[src/inc/flash_cmd_pkg.sv]
package flash_cmd_pkg;
  // ----------------------------------------------------------------
  // Opcodes
  // ----------------------------------------------------------------
  localparam logic [7:0] OP_SET_WRITE_LATCH   = 8'h06;
  localparam logic [7:0] OP_CLEAR_WRITE_LATCH = 8'h04;
  localparam logic [7:0] OP_READ_IDENTITY     = 8'h9F;
  localparam logic [7:0] OP_READ_STATUS       = 8'h05;
  localparam logic [7:0] OP_READ_CONFIG       = 8'h15;
  localparam logic [7:0] OP_READ_SECURITY     = 8'h2B;
  localparam logic [7:0] OP_WRITE_STATUS_CFG  = 8'h01;
  localparam logic [7:0] OP_WRITE_SECURITY    = 8'h2F;
  // ----------------------------------------------------------------
  // Register fields and reset values
  // ----------------------------------------------------------------
  localparam int SEC_ERASE_FAIL   = 6;
  localparam int SEC_PROGRAM_FAIL = 5;
  localparam int SEC_ERASE_SUSP   = 3;
  localparam int SEC_PROGRAM_SUSP = 2;
  localparam int SEC_LOCKDOWN     = 1;
  localparam int SEC_FACTORY_LOCK = 0;
  localparam int ST_STATUS_WR_DIS = 7;
  localparam int ST_BP_HI         = 5;
  localparam int ST_BP_LO         = 2;
  localparam int CFG_PREAMBLE_EN  = 4;
  localparam int CFG_TOP_BOTTOM   = 3;
  localparam logic [4:0] CONFIG_RESET = 5'h07;
  localparam logic [4:0] STATUS_RESET = 5'h00;
  // ----------------------------------------------------------------
  // Frame lengths in data bits, opcode included; read data lengths (ID_BITS, REG_BITS) without it
  // ----------------------------------------------------------------
  localparam logic [5:0] LEN_OPCODE   = 6'h08;
  localparam logic [5:0] LEN_ONE_BYTE = 6'h10;
  localparam logic [5:0] LEN_TWO_BYTE = 6'h18;
  localparam logic [4:0] ID_BITS      = 5'h18;
  localparam logic [4:0] REG_BITS     = 5'h08;
  // ----------------------------------------------------------------
  // Dummy cycles per latency setting, preamble patterns
  // ----------------------------------------------------------------
  localparam logic [4:0] DUMMY_TABLE [8] = '{5'h14, 5'h12, 5'h10, 5'h0E,
                                             5'h0C, 5'h0A, 5'h08, 5'h06};
  localparam logic [15:0] PREAMBLE_MAIN  = 16'h349A;
  localparam logic [15:0] PREAMBLE_LINE3 = 16'h3514;
  localparam logic [15:0] PREAMBLE_ALT   = 16'h5555;
  // ----------------------------------------------------------------
  // Timing
  // ----------------------------------------------------------------
  localparam int CLOCK_PERIOD_NS   = 40;
  localparam int REG_WRITE_TIME_NS = 40000;
  localparam int REG_WRITE_CYCLES  =
    (REG_WRITE_TIME_NS + CLOCK_PERIOD_NS - 1) / CLOCK_PERIOD_NS;
  // ----------------------------------------------------------------
  // Types
  // ----------------------------------------------------------------
  typedef enum logic [2:0] {FR_IDLE, FR_OPCODE, FR_DUMMY, FR_SEND,
                            FR_WDATA, FR_IGNORE} frame_state_type;
  typedef enum logic [2:0] {CMD_NONE, CMD_SET_WEL, CMD_CLR_WEL,
                            CMD_WRITE_REGS, CMD_WRITE_SEC} cmd_type;
  typedef enum logic [1:0] {SRC_ID, SRC_STATUS, SRC_CONFIG,
                            SRC_SECURITY} src_type;
endpackage

[src/core/flash_register_command_control.sv]
`timescale 1ns/1ns
`default_nettype none
module flash_register_command_control
  import flash_cmd_pkg::*;
#(
  // Identity bytes: arbitrary neutral values
  parameter logic [7:0] MAKER_CODE   = 8'h5A,
  parameter logic [7:0] MEMORY_TYPE  = 8'h11,
  parameter logic [7:0] DENSITY_CODE = 8'h22
)(
  // Clock and reset
  input  wire logic       clock,
  input  wire logic       rst_n,
  // Flash pins
  input  wire logic       csN,
  input  wire logic       sclk,
  input  wire logic [7:0] sioIn,
  output logic      [7:0] sioOut,
  output logic      [7:0] sioOe,
  input  wire logic       resetPinN,
  input  wire logic       factoryLockStrap,
  // Mode settings
  input  wire logic       octalMode,
  input  wire logic       doubleRateOctalMode,
  input  wire logic [2:0] latencyField,
  input  wire logic       preamblePatternSelect,
  // Array engine events
  input  wire logic       arrayBusy,
  input  wire logic       eraseFailEvt,
  input  wire logic       programFailEvt,
  input  wire logic       opSuccessEvt,
  input  wire logic       eraseSuspendEvt,
  input  wire logic       eraseResumeEvt,
  input  wire logic       programSuspendEvt,
  input  wire logic       programResumeEvt,
  input  wire logic       opCompleteEvt,
  input  wire logic       securedOtpMode,
  input  wire logic       arrayAccessReq,
  // State outputs
  output logic            writeEnableLatch,
  output logic            writeInProgressFlag,
  output logic            customerLockdownBit,
  output logic            otpUpdateAllowed,
  output logic            arrayAccessGrant,
  output logic      [3:0] blockProtectBits
);
  // ----------------------------------------------------------------
  // Pin synchronisers and edge detection
  // ----------------------------------------------------------------
  logic [11:0] syncA_q, syncB_q;
  logic        csPrev_q, sclkPrev_q;

  always_ff @(posedge clock)
  begin
    syncA_q <= {csN, sclk, resetPinN, factoryLockStrap, sioIn};
    syncB_q <= syncA_q;
    csPrev_q <= syncB_q[11];
    sclkPrev_q <= syncB_q[10];
  end

  logic       csS, sclkS, rpinS, strapS;
  logic [7:0] dataS;
  logic       sclkRise, sclkFall, csRise, ddr, inEdge, outEdge;
  assign csS = syncB_q[11];
  assign sclkS = syncB_q[10];
  assign rpinS = syncB_q[9];
  assign strapS = syncB_q[8];
  assign dataS = syncB_q[7:0];
  assign sclkRise = sclkS & ~sclkPrev_q & ~csS;
  assign sclkFall = ~sclkS & sclkPrev_q & ~csS;
  assign csRise = csS & ~csPrev_q;
  assign ddr = octalMode & doubleRateOctalMode;
  // DTR moves one unit on each clock edge
  assign inEdge = sclkRise | (ddr & sclkFall);
  assign outEdge = sclkFall | (ddr & sclkRise);

  // ----------------------------------------------------------------
  // Registers
  // ----------------------------------------------------------------
  frame_state_type state_q;
  cmd_type         pend_q;
  src_type         src_q;
  logic [5:0]  bitCnt_q;
  logic [23:0] inShift_q, outShift_q;
  logic [4:0]  outLeft_q, dummyLeft_q;
  logic [3:0]  preIdx_q;
  logic        wel_q, wip_q, lock_q, factory_q, strapTaken_q;
  logic [11:0] timer_q;
  logic [4:0]  status_q;
  logic [4:0]  config_q;
  logic        eFail_q, pFail_q, eSusp_q, pSusp_q;
  logic [7:0]  sioOut_q, sioOe_q;
  logic        grant_q;

  // ----------------------------------------------------------------
  // Opcode decode
  // ----------------------------------------------------------------
  logic [5:0]  unitBits, bitNext;
  logic [23:0] shiftNext;
  logic        opDone, isRead, ignoreOp, enterSend, wipDone;
  logic [7:0]  statusView, configView, securityView, regView;
  src_type     srcNext;

  assign unitBits = octalMode ? 6'h08 : 6'h01;
  assign bitNext = (bitCnt_q > 6'h30) ? bitCnt_q : bitCnt_q + unitBits;
  assign shiftNext = octalMode ? {inShift_q[15:0], dataS}
                               : {inShift_q[22:0], dataS[0]};
  assign opDone = (state_q == FR_OPCODE) && inEdge && (bitNext == LEN_OPCODE);
  assign wipDone = wip_q && (timer_q == 12'h001);

  always_comb
  begin
    isRead = 1'b1;
    srcNext = SRC_STATUS;
    case (shiftNext[7:0])
      OP_READ_IDENTITY: srcNext = SRC_ID;
      OP_READ_STATUS:   srcNext = SRC_STATUS;
      OP_READ_CONFIG:   srcNext = SRC_CONFIG;
      OP_READ_SECURITY: srcNext = SRC_SECURITY;
      default:          isRead = 1'b0;
    endcase
  end

  // Identity is not decoded at all during array work
  assign ignoreOp = (srcNext == SRC_ID) && arrayBusy;
  assign enterSend = (opDone && isRead && !ignoreOp && !octalMode) ||
                     (state_q == FR_DUMMY && sclkRise &&
                      dummyLeft_q == 5'h01);

  // ----------------------------------------------------------------
  // Frame sequencer
  // ----------------------------------------------------------------
  always_ff @(posedge clock)
  begin
    if (!rst_n || csS)
      state_q <= FR_IDLE;
    else
      case (state_q)
        FR_IDLE:   state_q <= FR_OPCODE;
        FR_OPCODE:
          if (opDone)
          begin
            if (isRead && ignoreOp)
              state_q <= FR_IGNORE;
            else if (isRead)
              state_q <= octalMode ? FR_DUMMY : FR_SEND;
            else if (shiftNext[7:0] == OP_SET_WRITE_LATCH ||
                     shiftNext[7:0] == OP_CLEAR_WRITE_LATCH ||
                     shiftNext[7:0] == OP_WRITE_STATUS_CFG ||
                     shiftNext[7:0] == OP_WRITE_SECURITY)
              state_q <= FR_WDATA;
            else
              state_q <= FR_IGNORE;
          end
        FR_DUMMY:  if (enterSend) state_q <= FR_SEND;
        FR_SEND, FR_WDATA, FR_IGNORE: state_q <= state_q;
        default:   state_q <= FR_IDLE;
      endcase
  end

  always_ff @(posedge clock)
  begin
    if (!rst_n || state_q == FR_IDLE)
    begin
      bitCnt_q <= 6'h00;
      inShift_q <= 24'h00_0000;
    end
    else if (inEdge && (state_q == FR_OPCODE || state_q == FR_WDATA))
    begin
      bitCnt_q <= bitNext;
      inShift_q <= shiftNext;
    end
  end

  always_ff @(posedge clock)
  begin
    if (!rst_n || state_q == FR_IDLE)
      pend_q <= CMD_NONE;
    else if (opDone)
      case (shiftNext[7:0])
        OP_SET_WRITE_LATCH:   pend_q <= CMD_SET_WEL;
        OP_CLEAR_WRITE_LATCH: pend_q <= CMD_CLR_WEL;
        OP_WRITE_STATUS_CFG:  pend_q <= CMD_WRITE_REGS;
        OP_WRITE_SECURITY:    pend_q <= CMD_WRITE_SEC;
        default:              pend_q <= CMD_NONE;
      endcase
  end

  always_ff @(posedge clock)
  begin
    if (!rst_n)
      src_q <= SRC_STATUS;
    else if (opDone)
      src_q <= srcNext;
  end

  // ----------------------------------------------------------------
  // Frame end checks
  // ----------------------------------------------------------------
  logic frameOk8, lenOkRegs, acceptRegs, acceptSec, acceptSet, acceptClr;
  assign frameOk8 = (bitCnt_q == LEN_OPCODE);
  // DTR frames must also close with the clock low
  assign lenOkRegs = (bitCnt_q == LEN_ONE_BYTE || bitCnt_q == LEN_TWO_BYTE)
                     && !(ddr && sclkS);
  assign acceptRegs = csRise && pend_q == CMD_WRITE_REGS && lenOkRegs &&
                      wel_q && !wip_q;
  assign acceptSec = csRise && pend_q == CMD_WRITE_SEC && frameOk8 &&
                     wel_q && !wip_q && !lock_q;
  assign acceptSet = csRise && pend_q == CMD_SET_WEL && frameOk8 && !wip_q;
  assign acceptClr = csRise && pend_q == CMD_CLR_WEL && frameOk8;

  // ----------------------------------------------------------------
  // Write enable latch and timed register write
  // ----------------------------------------------------------------
  always_ff @(posedge clock)
  begin
    if (!rst_n || !rpinS)
      wel_q <= 1'b0;
    else if (acceptSet)
      wel_q <= 1'b1;
    else if (acceptClr)
      wel_q <= 1'b0;
    else if (opCompleteEvt || wipDone || acceptSec)
      wel_q <= 1'b0;
  end

  always_ff @(posedge clock)
  begin
    if (!rst_n)
    begin
      wip_q <= 1'b0;
      timer_q <= 12'h000;
    end
    else if (acceptRegs)
    begin
      wip_q <= 1'b1;
      timer_q <= 12'(REG_WRITE_CYCLES);
    end
    else if (wip_q)
    begin
      timer_q <= timer_q - 12'h001;
      if (wipDone)
        wip_q <= 1'b0;
    end
  end

  // Latch and progress bits are not stored here, so a write cannot touch them
  always_ff @(posedge clock)
  begin
    if (!rst_n)
    begin
      status_q <= STATUS_RESET;
      config_q <= CONFIG_RESET;
    end
    else if (acceptRegs)
    begin
      status_q <= (bitCnt_q == LEN_TWO_BYTE) ?
                  {inShift_q[15], inShift_q[13:10]} :
                  {inShift_q[7], inShift_q[5:2]};
      if (bitCnt_q == LEN_TWO_BYTE)
        // Top/bottom is one-time: it can be set but never cleared
        config_q <= {inShift_q[CFG_PREAMBLE_EN],
                     inShift_q[CFG_TOP_BOTTOM] | config_q[CFG_TOP_BOTTOM],
                     inShift_q[2:0]};
    end
  end

  // ----------------------------------------------------------------
  // Security register flags
  // ----------------------------------------------------------------
  // Events win over clears in the same cycle
  always_ff @(posedge clock)
  begin
    if (!rst_n)
    begin
      eFail_q <= 1'b0;
      pFail_q <= 1'b0;
      eSusp_q <= 1'b0;
      pSusp_q <= 1'b0;
    end
    else
    begin
      eFail_q <= eraseFailEvt | (eFail_q & ~opSuccessEvt);
      pFail_q <= programFailEvt | (pFail_q & ~opSuccessEvt);
      eSusp_q <= eraseSuspendEvt | (eSusp_q & ~eraseResumeEvt);
      pSusp_q <= programSuspendEvt | (pSusp_q & ~programResumeEvt);
    end
  end

  always_ff @(posedge clock)
  begin
    if (!rst_n)
      lock_q <= 1'b0;
    else if (acceptSec)
      lock_q <= 1'b1;
  end

  // Strap is caught once, on the first cycle after reset release
  always_ff @(posedge clock)
  begin
    if (!rst_n)
    begin
      strapTaken_q <= 1'b0;
      factory_q <= 1'b0;
    end
    else if (!strapTaken_q)
    begin
      strapTaken_q <= 1'b1;
      factory_q <= strapS;
    end
  end

  always_ff @(posedge clock)
  begin
    if (!rst_n)
      grant_q <= 1'b0;
    else
      grant_q <= arrayAccessReq & ~securedOtpMode;
  end

  // ----------------------------------------------------------------
  // Read path
  // ----------------------------------------------------------------
  assign statusView = {status_q[4], 1'b0, status_q[3:0], wel_q, wip_q};
  assign configView = {3'h0, config_q};
  assign securityView = {1'b0, eFail_q, pFail_q, 1'b0, eSusp_q, pSusp_q,
                         lock_q, factory_q};

  always_comb
  begin
    case (enterSend && state_q == FR_OPCODE ? srcNext : src_q)
      SRC_STATUS: regView = statusView;
      SRC_CONFIG: regView = configView;
      default:    regView = securityView;
    endcase
  end

  logic useId;
  assign useId = (enterSend && state_q == FR_OPCODE) ? srcNext == SRC_ID
                                                      : src_q == SRC_ID;

  // Registers reload at each byte, so polling sees live values
  always_ff @(posedge clock)
  begin
    if (!rst_n)
    begin
      outShift_q <= 24'h00_0000;
      outLeft_q <= 5'h00;
    end
    else if (enterSend || (state_q == FR_SEND && outEdge &&
                           outLeft_q == 5'(unitBits)))
    begin
      outShift_q <= useId ? {MAKER_CODE, MEMORY_TYPE, DENSITY_CODE}
                          : {regView, 16'h0000};
      outLeft_q <= useId ? ID_BITS : REG_BITS;
    end
    else if (state_q == FR_SEND && outEdge)
    begin
      outShift_q <= octalMode ? {outShift_q[15:0], 8'h00}
                              : {outShift_q[22:0], 1'b0};
      outLeft_q <= outLeft_q - 5'(unitBits);
    end
  end

  // ----------------------------------------------------------------
  // Dummy cycles and preamble
  // ----------------------------------------------------------------
  always_ff @(posedge clock)
  begin
    if (!rst_n)
    begin
      dummyLeft_q <= 5'h00;
      preIdx_q <= 4'h0;
    end
    else if (opDone)
    begin
      dummyLeft_q <= DUMMY_TABLE[latencyField];
      preIdx_q <= 4'h0;
    end
    else if (state_q == FR_DUMMY)
    begin
      if (sclkRise)
        dummyLeft_q <= dummyLeft_q - 5'h01;
      if (outEdge)
        preIdx_q <= preIdx_q + 4'h1;
    end
  end

  logic preMain, preLine3;
  assign preMain = preamblePatternSelect ? PREAMBLE_ALT[4'hF - preIdx_q]
                                         : PREAMBLE_MAIN[4'hF - preIdx_q];
  assign preLine3 = preamblePatternSelect ? PREAMBLE_ALT[4'hF - preIdx_q]
                                          : PREAMBLE_LINE3[4'hF - preIdx_q];

  always_ff @(posedge clock)
  begin
    if (!rst_n || csS || state_q == FR_IDLE)
    begin
      sioOut_q <= 8'h00;
      sioOe_q <= 8'h00;
    end
    else if (state_q == FR_DUMMY && outEdge)
    begin
      // Pattern only when enabled; lines float otherwise
      sioOe_q <= {8{config_q[CFG_PREAMBLE_EN]}};
      sioOut_q <= {{4{preMain}}, preLine3, {3{preMain}}};
    end
    else if (state_q == FR_SEND && outEdge)
    begin
      sioOe_q <= octalMode ? 8'hFF : 8'h02;
      sioOut_q <= octalMode ? outShift_q[23:16] : {6'h00, outShift_q[23], 1'b0};
    end
  end

  assign sioOut = sioOut_q;
  assign sioOe = sioOe_q;
  assign writeEnableLatch = wel_q;
  assign writeInProgressFlag = wip_q;
  assign customerLockdownBit = lock_q;
  assign arrayAccessGrant = grant_q;
  assign blockProtectBits = status_q[3:0];

  logic otpOk_q;
  always_ff @(posedge clock)
  begin
    if (!rst_n)
      otpOk_q <= 1'b1;
    else
      otpOk_q <= ~lock_q;
  end
  assign otpUpdateAllowed = otpOk_q;
endmodule
`default_nettype wire

[config.mk]
export PLATFORM = sky130hd
export DESIGN_NAME = flash_register_command_control
export DESIGN_NICKNAME = d
export VERILOG_FILES = /design/src/inc/flash_cmd_pkg.sv /design/src/core/flash_register_command_control.sv
export SDC_FILE = /design/constraint.sdc
export NUM_CORES = 1
export LEC_CHECK = 0
export BUFFER_PORTS_ARGS = -buffer_cell sky130_fd_sc_hd__buf_4
export CELL_PAD_IN_SITES_DETAIL_PLACEMENT = 1
export CELL_PAD_IN_SITES_GLOBAL_PLACEMENT = 1
export CORE_MARGIN = 1.5
export CORE_UTILIZATION = 49
export DETAILED_ROUTE_END_ITERATION = 8
export GPL_TIMING_DRIVEN = 0
export PLACE_DENSITY = 0.82
export SLEW_MARGIN = 5
export SYNTH_ARGS = -nofsm -noshare
export SYNTH_HDL_FRONTEND = slang
export SYNTH_SLANG_ARGS = --single-unit
[constraint.sdc]
create_clock -name clock -period 10.55 [get_ports clock]
set_input_delay 2.11 -clock clock [delete_from_list [all_inputs] [get_ports clock]]
set_output_delay 2.11 -clock clock [all_outputs]
set_load 0.05 [all_outputs]
## Word-level counts from Yosys, hierarchy flattened

Memory sizes are Yosys's and may differ from the RTL's.
Index checks and enable logic that the tools add are counted.

| word-level totals | value |
|---|---|
| bits in registers | 143 |
| output and inout bits | 25 |
| memory bits (read-only) | 88 |
| memories kept | 4 |

Memory list:

| name | depth | bits a word | read ports | clocked after Yosys merged registers in | wr ports | line | RTL |
|---|---|---|---|---|---|---|---|
| (name not given) | 8 | 5 | 1 | 0 | 0 | flash_register_command_control.sv:377 | `dummyLeft_q <= DUMMY_TABLE[latencyField];` |
| (name not given) | 16 | 1 | 1 | 0 | 0 | flash_register_command_control.sv:393 | `: PREAMBLE_LINE3[4'hF - preIdx_q];` |
| (name not given) | 16 | 1 | 1 | 0 | 0 | flash_register_command_control.sv:392 | `assign preLine3 = preamblePatternSelect ? PREAMBLE_ALT[4'hF - preIdx_q]` |
| (name not given) | 16 | 1 | 1 | 0 | 0 | flash_register_command_control.sv:391 | `: PREAMBLE_MAIN[4'hF - preIdx_q];` |

| operators by class | value |
|---|---|
| equality and inequality tests | 28 |
| mux-type cells | 49 |
| bitwise logic cells | 32 |
| order comparisons | 3 |
| reduce and logical (&&, ||, !) cells | 68 |
| add/sub/neg operators | 6 |

Operator list:

| operator | count |
|---|---|
| $mux 24 | 4 |
| $mux 8 | 6 |
| $mux 5 | 9 |
| $logic_and 1x1->1 | 31 |
| $eq 8x3->1 const B | 3 |
| $pmux 3 s4 | 2 |
| $mux 10 | 2 |
| $eq 8x6->1 const B | 2 |
| $mux 1 | 16 |
| $mux 16 | 1 |
| $pmux 8 s2 | 1 |
| $and 1x1->1 | 13 |
| $logic_or 1x1->1 | 13 |
| $eq 12x1->1 const B | 1 |
| $eq 3x2->1 const B | 4 |
| $eq 6x4->1 const B | 2 |
| $eq 6x5->1 const B | 2 |
| $mux 3 | 4 |
| $sub 12x1->12 const B | 1 |
| $not 1->1 | 11 |
| $reduce_bool 2->1 | 5 |
| $eq 3x3->1 const B | 3 |
| $eq 8x1->1 const B | 1 |
| $eq 8x5->1 const B | 1 |
| other kinds (30) | 48 |

## Logic depth before layout (Yosys ltp)

| logic depth | value |
|---|---|
| word-level depth | 17 |
| depth in mapped cells | 18 |

## Worst setup path after synthesis

OpenSTA, ideal clock, no wires.

| timing path | value |
|---|---|
| path type | input -> register |
| start point | input port octalMode |
| end point | register outShift_q[17] |
| library setup time | 78 ps |
| path slack | 4,891 ps |
| buffers on the path | 4 |
| stages | 16 |
| data required time | 10,472 ps |
| arrival | 5,582 ps |
| cell sequence | buf_6 buf_6 buf_2 inv_1 ha_1 ha_1 or4_4 nor4_4 and3_1 nand3b_4 mux2_2 ha_1 clkbuf_1 nand2_1 o211a_1 nor3_1 |

| on the way | value |
|---|---|
| longest elaborated chain between the ends | 15 |
| elaborated cells on any way between the ends | 42 |
| those cells by class | add/sub: 1; eq/ne: 8; mux: 12; bitwise: 5; reduce/logical: 16 |

Ends and longest elaborated chain:

| what | line | RTL |
|---|---|---|
| start, declared | flash_register_command_control.sv:23 | `input wire logic octalMode,` |
| $mux 4 (tied with other cells) | flash_register_command_control.sv:104 | `assign unitBits = octalMode ? 6'h08 : 6'h01;` |
| $add 6x4->6 (tied with other cells) | flash_register_command_control.sv:105 | `assign bitNext = (bitCnt_q > 6'h30) ? bitCnt_q : bitCnt_q + unitBits;` |
| $mux 6 (tied with other cells) | flash_register_command_control.sv:105 |  |
| $eq 6x4->1 (tied with other cells) | flash_register_command_control.sv:108 | `assign opDone = (state_q == FR_OPCODE) && inEdge && (bitNext == LEN_OPCODE);` |
| $logic_and 1x1->1, on equally long branches | flash_register_command_control.sv:108, flash_register_command_control.sv:125 |  |
| $logic_and 1x1->1 or $logic_not 1->1 (tied branches) | flash_register_command_control.sv:126 | `assign enterSend = (opDone && isRead && !ignoreOp && !octalMode) \|\|` |
| $logic_and 1x1->1 (2 in series) | flash_register_command_control.sv:126 |  |
| $logic_or 1x1->1 | flash_register_command_control.sv:126 |  |
| $logic_and 1x1->1 | flash_register_command_control.sv:331, flash_register_command_control.sv:339 |  |
| $mux 2 | flash_register_command_control.sv:331 | `case (enterSend && state_q == FR_OPCODE ? srcNext : src_q)` |
| $eq 2x2->1 or $eq 2x1->1 (tied branches) | flash_register_command_control.sv:331 |  |
| $pmux 8 s2 | flash_register_command_control.sv:331 |  |
| $mux 24 | flash_register_command_control.sv:353 | `outShift_q <= useId ? {MAKER_CODE, MEMORY_TYPE, DENSITY_CODE}` |
| $mux 24 | flash_register_command_control.sv:350 | `else if (enterSend \|\| (state_q == FR_SEND && outEdge &&` |
| end signal, assigned | flash_register_command_control.sv:353 |  |
| end signal, assigned | flash_register_command_control.sv:359 | `outShift_q <= octalMode ? {outShift_q[15:0], 8'h00}` |
| end, declared | flash_register_command_control.sv:84 | `logic [23:0] inShift_q, outShift_q;` |

Parallel ways exist; a longest one is shown, timed or not. The select of a mux whose other input is x is not followed.
A chain may end at the register's enable or synchronous reset.

## Final worst setup path

| timing path | value |
|---|---|
| start point | input port octalMode |
| end point | register outShift_q[18] |

The elaborated chain is that of the path after synthesis.

==> results.md <==
* Outcome: completed
* Layout area overhead at 19.5%
* Post-CTS Setup Repair Bufs at 0
* Switching share of power at 0.226
* Total CTS buffers at 17
* Min Tclk post-route at between 6 and 7 ns
* FP Rows at 41
* Main synth FF type: dfxtp_1
* LEAKAGE at a little under 3 nW
* Root Buffer: clkbuf_16
* CTS resizes at 0
* Post-synthesis instance area at roughly 0.0064 mm²
* Hold Path Depth at 0
* Worst hold slack at 0.324 ns
* Die width at 117 µm
* Sw power at between 0.2 and 0.3 mW
* Max Fclk at 166 MHz
* EDFF count, synth at 0
* Post-route ant nets at 0
* Worst Setup Path Type: input pin to flop
* Setup violations, final at 0
* CTS max path bufs at 2
* PortBufs at 55
* Crit path max fanout at 10
* Largest net degree at the start of global routing at 17
* RSZ-0062 raised after global routing: no
* Largest area contributor in the netlist: dfxtp_1
* Clk_lat worst skew at between 0.4 and 0.5 ns
* Average size of a mapped cell at a little over 9 µm²
* Drt initial violations at around 240
* Ys async rst share at 0
* Final Wtd Congestion at around 0.9
* Reg2Reg Setup Slack at 6.96 ns
* Reg2reg end: outShift_q[18]$_SDFFE_PN0P_
* Worst IR Drop VDD at 0.125 mV
* Drt first pass iters at 4
* Setup TNS at 0 ns
* DP HPWL at between 10 and 15 mm
* DRC viols at 0
* Max-cap violations at 0
* GR Overflow Total at 0
* Register bit total from synthesis at between 100 and 150
* Mux contribution to synthesized area at 0.0841
* Drt wl/cell at just under 20 µm
* Cells after Synth at 689
* WHS Endpoint: syncB_q[0]$_DFF_P_
* Post-synthesis adder-cell area fraction at 0.0294
* Critical path startpoint category: input pin
* Vias at roughly 5500
* Die area at 0.0137 mm²
* Antenna violations before repair at 0
* Mapped Nets at ~740
* Initial Util at 0.504
* Sink Count at between 100 and 150
* Total wire length at between 15 and 20 mm
* Hold path startpoint: syncA_q[0]$_DFF_P_
* # diodes at 0
* Distinct cell type count after synthesis at 77
* Warnings from Yosys at 0
* Hold Buf Count CTS at 0
* Clock network power share at 0.509
* CP Capture Type: flop
* Die height at 117 µm
* Comb pwr share at 0.047
* Layout cells sized above 1 at 0.190
* CTS tree: built
* GRT Total Usage at 0.293
* Final Cycle Share at 0.572
* Largest family of logic cells by synthesized area: simple AND/OR/NAND/NOR gates
* Fin nets at 810
* Synth Area in XOR/XNOR at 0.0261
* H-tree depth at 4
* Hold Vio Cnt, Final at 0
* Post-synthesis sequential area ratio at 0.427
* Worst Path Required at ~11 ns
* Sequential share of power at 0.444
* Worst r2r path cells at 12
* Clock Pin Slew Worst Setup and Hold Paths at ~0.060 ns
* Vias/cell at 5.79
* Pwr dens at roughly 160 mW/mm²
* Synthesized-area fraction occupied by and/or/nand/nor cells at 0.195
* Synth top area cells: dfxtp_1 (43%), mux2i_1 (7.5%), nor2_1 (5.2%)
* Cell internal pwr at ~0.92 mW
* Worst min-delay path category: flop to flop
* Synth Area in Compound Gates at 0.186
* Core footprint at between 0.01 and 0.015 mm²
* Top-Level Pins at 56
* Normalized max-slew margin at 0.435
* Data arrival time of the worst path at 6.33 ns
* R2r startpoint: bitCnt_q[0]$_SDFFE_PP0P_
* Slew Limit Fails at 0
* Synth top area share at 0.427
* Slew @ Worst Pin at about 0.84 ns
* Vias in the first global route at 5782
* Global-route wire length before repair at approximately 30 mm
* Clk_skew at approximately 0.0053 ns
## synth_stat cells (6+ instances only)
cell,n
a211oi_1,40
a21oi_1,30
a22oi_1,10
buf_2,12
buf_4,11
clkbuf_1,14
dfxtp_1,136
ha_1,15
inv_1,20
mux2i_1,48
nand2_1,58
nand2b_1,7
nand3_1,12
nor2_1,88
nor3_1,19
nor3b_1,7
nor4_1,7
o21ai_0,22
o22ai_1,7
xnor2_1,13
xor2_1,6
## worst max-delay path by stage
stage	start	to	slack [ns]	cells past startpoint
6_report	octalMode	outShift_q[18]$_SDFFE_PN0P_	4.52	17
5_1_grt	octalMode	outShift_q[18]$_SDFFE_PN0P_	4.25	17
3_5_place_dp	octalMode	outShift_q[18]$_SDFFE_PN0P_	4.15	17
3_3_place_gp	octalMode	outShift_q[18]$_SDFFE_PN0P_	4.21	17
2_1_floorplan	octalMode	outShift_q[17]$_SDFFE_PN0P_	4.89	16
4_1_cts	octalMode	outShift_q[18]$_SDFFE_PN0P_	4.56	17
## sequential cells by signal, indices dropped and copies added, names as in the netlist, 2 cells and up
| register | flops |
|---|---|
| outShift_q | 23 |
| inShift_q | 16 |
| syncA_q | 12 |
| syncB_q | 12 |
| timer_q | 12 |
| sioOut | 8 |
| bitCnt_q | 6 |
| config_q | 5 |
| dummyLeft_q | 5 |
| outLeft_q | 5 |
| status_q | 5 |
| preIdx_q | 4 |
| pend_q | 3 |
| state_q | 3 |
| sioOe | 2 |
| src_q | 2 |
## critical path, stage by stage
cell and delay (ns):
buf_4 0.12, buf_6 0.14, buf_6 0.17, buf_2 0.33, inv_1 0.25, ha_1 0.30, ha_1 0.31, or4_4 0.43
nor4_4 0.29, and3_1 0.29, nand3b_4 0.13, mux2_2 0.32, ha_1 0.33, clkbuf_1 0.34, nor2_1 0.09, a21oi_1 0.22
o22ai_1 0.13
## layout make-up
type                       count  area (µm²)
clock buffer                  22         484
clock inverter                10         119
timing repair buffer          56         420
buffer                        45         256
multi-input combinational    487        3330
sequential                   136        2720
inverter                      21        78.8
fill                        1494        5040
tap                          172         215
## metrics by stage
stage	cell area, µm²	std cells	setup WS [ns]	utilization	power [mW]
5_1_grt	7630	949	4.25	0.602	1.22
3_5_place_dp	7020	917	4.15	0.554	0.591
2_1_floorplan	6380	689	4.89	-	0.568
3_3_place_gp	7010	916	4.21	0.553	0.589
4_1_cts	7630	949	4.56	0.602	1.19
6_report	7630	949	4.52	0.602	1.18
## kinds of logic (layout without fill, tap and decap cells)
| logic type | after synthesis | in the layout |
|---|---|---|
| AO/OA/AOI/OAI | 158 | 158 |
| XOR/XNOR | 19 | 19 |
| adder cells (fa/ha/maj) | 15 | 15 |
| buffers and inverters | 66 | 154 |
| flip-flops | 136 | 136 |
| multiplexers | 53 | 53 |
| AND/OR/NAND/NOR | 242 | 242 |
## layer usage
metal / global-route usage / vias to the layer above / routed length [µm]
met1: 0.345 / 2708 / 8200
li1: - / 2628 / -
met4: 0.152 / 0 / 757
met3: 0.0592 / 47 / 635
met5: 0 / - / 0
met2: 0.507 / 115 / 9240
## power by group through the flow
stage	combinational, mW	sequential (mW)	clock [mW]
3_5_place_dp	0.0544	0.537	0
3_3_place_gp	0.0523	0.537	0
5_1_grt	0.0597	0.526	0.631
6_report	0.0555	0.526	0.602
4_1_cts	0.0553	0.526	0.608
2_1_floorplan	0.0324	0.536	0
## placed cells by master, fill, tap and decap left out, types with 10 or more instances in the layout
cell and count:
inv_1 20, buf_2 12, a21oi_1 30, mux2i_1 48
ha_1 15, nor2_1 88, dfxtp_1 136, o21ai_0 22
nor3_1 19, a22oi_1 10, xnor2_1 13, clkbuf_1 15
nand3_1 12, clkbuf_16 17, a211oi_1 40, nand2_1 58
buf_4 67
(Power assumes the default switching activity.)
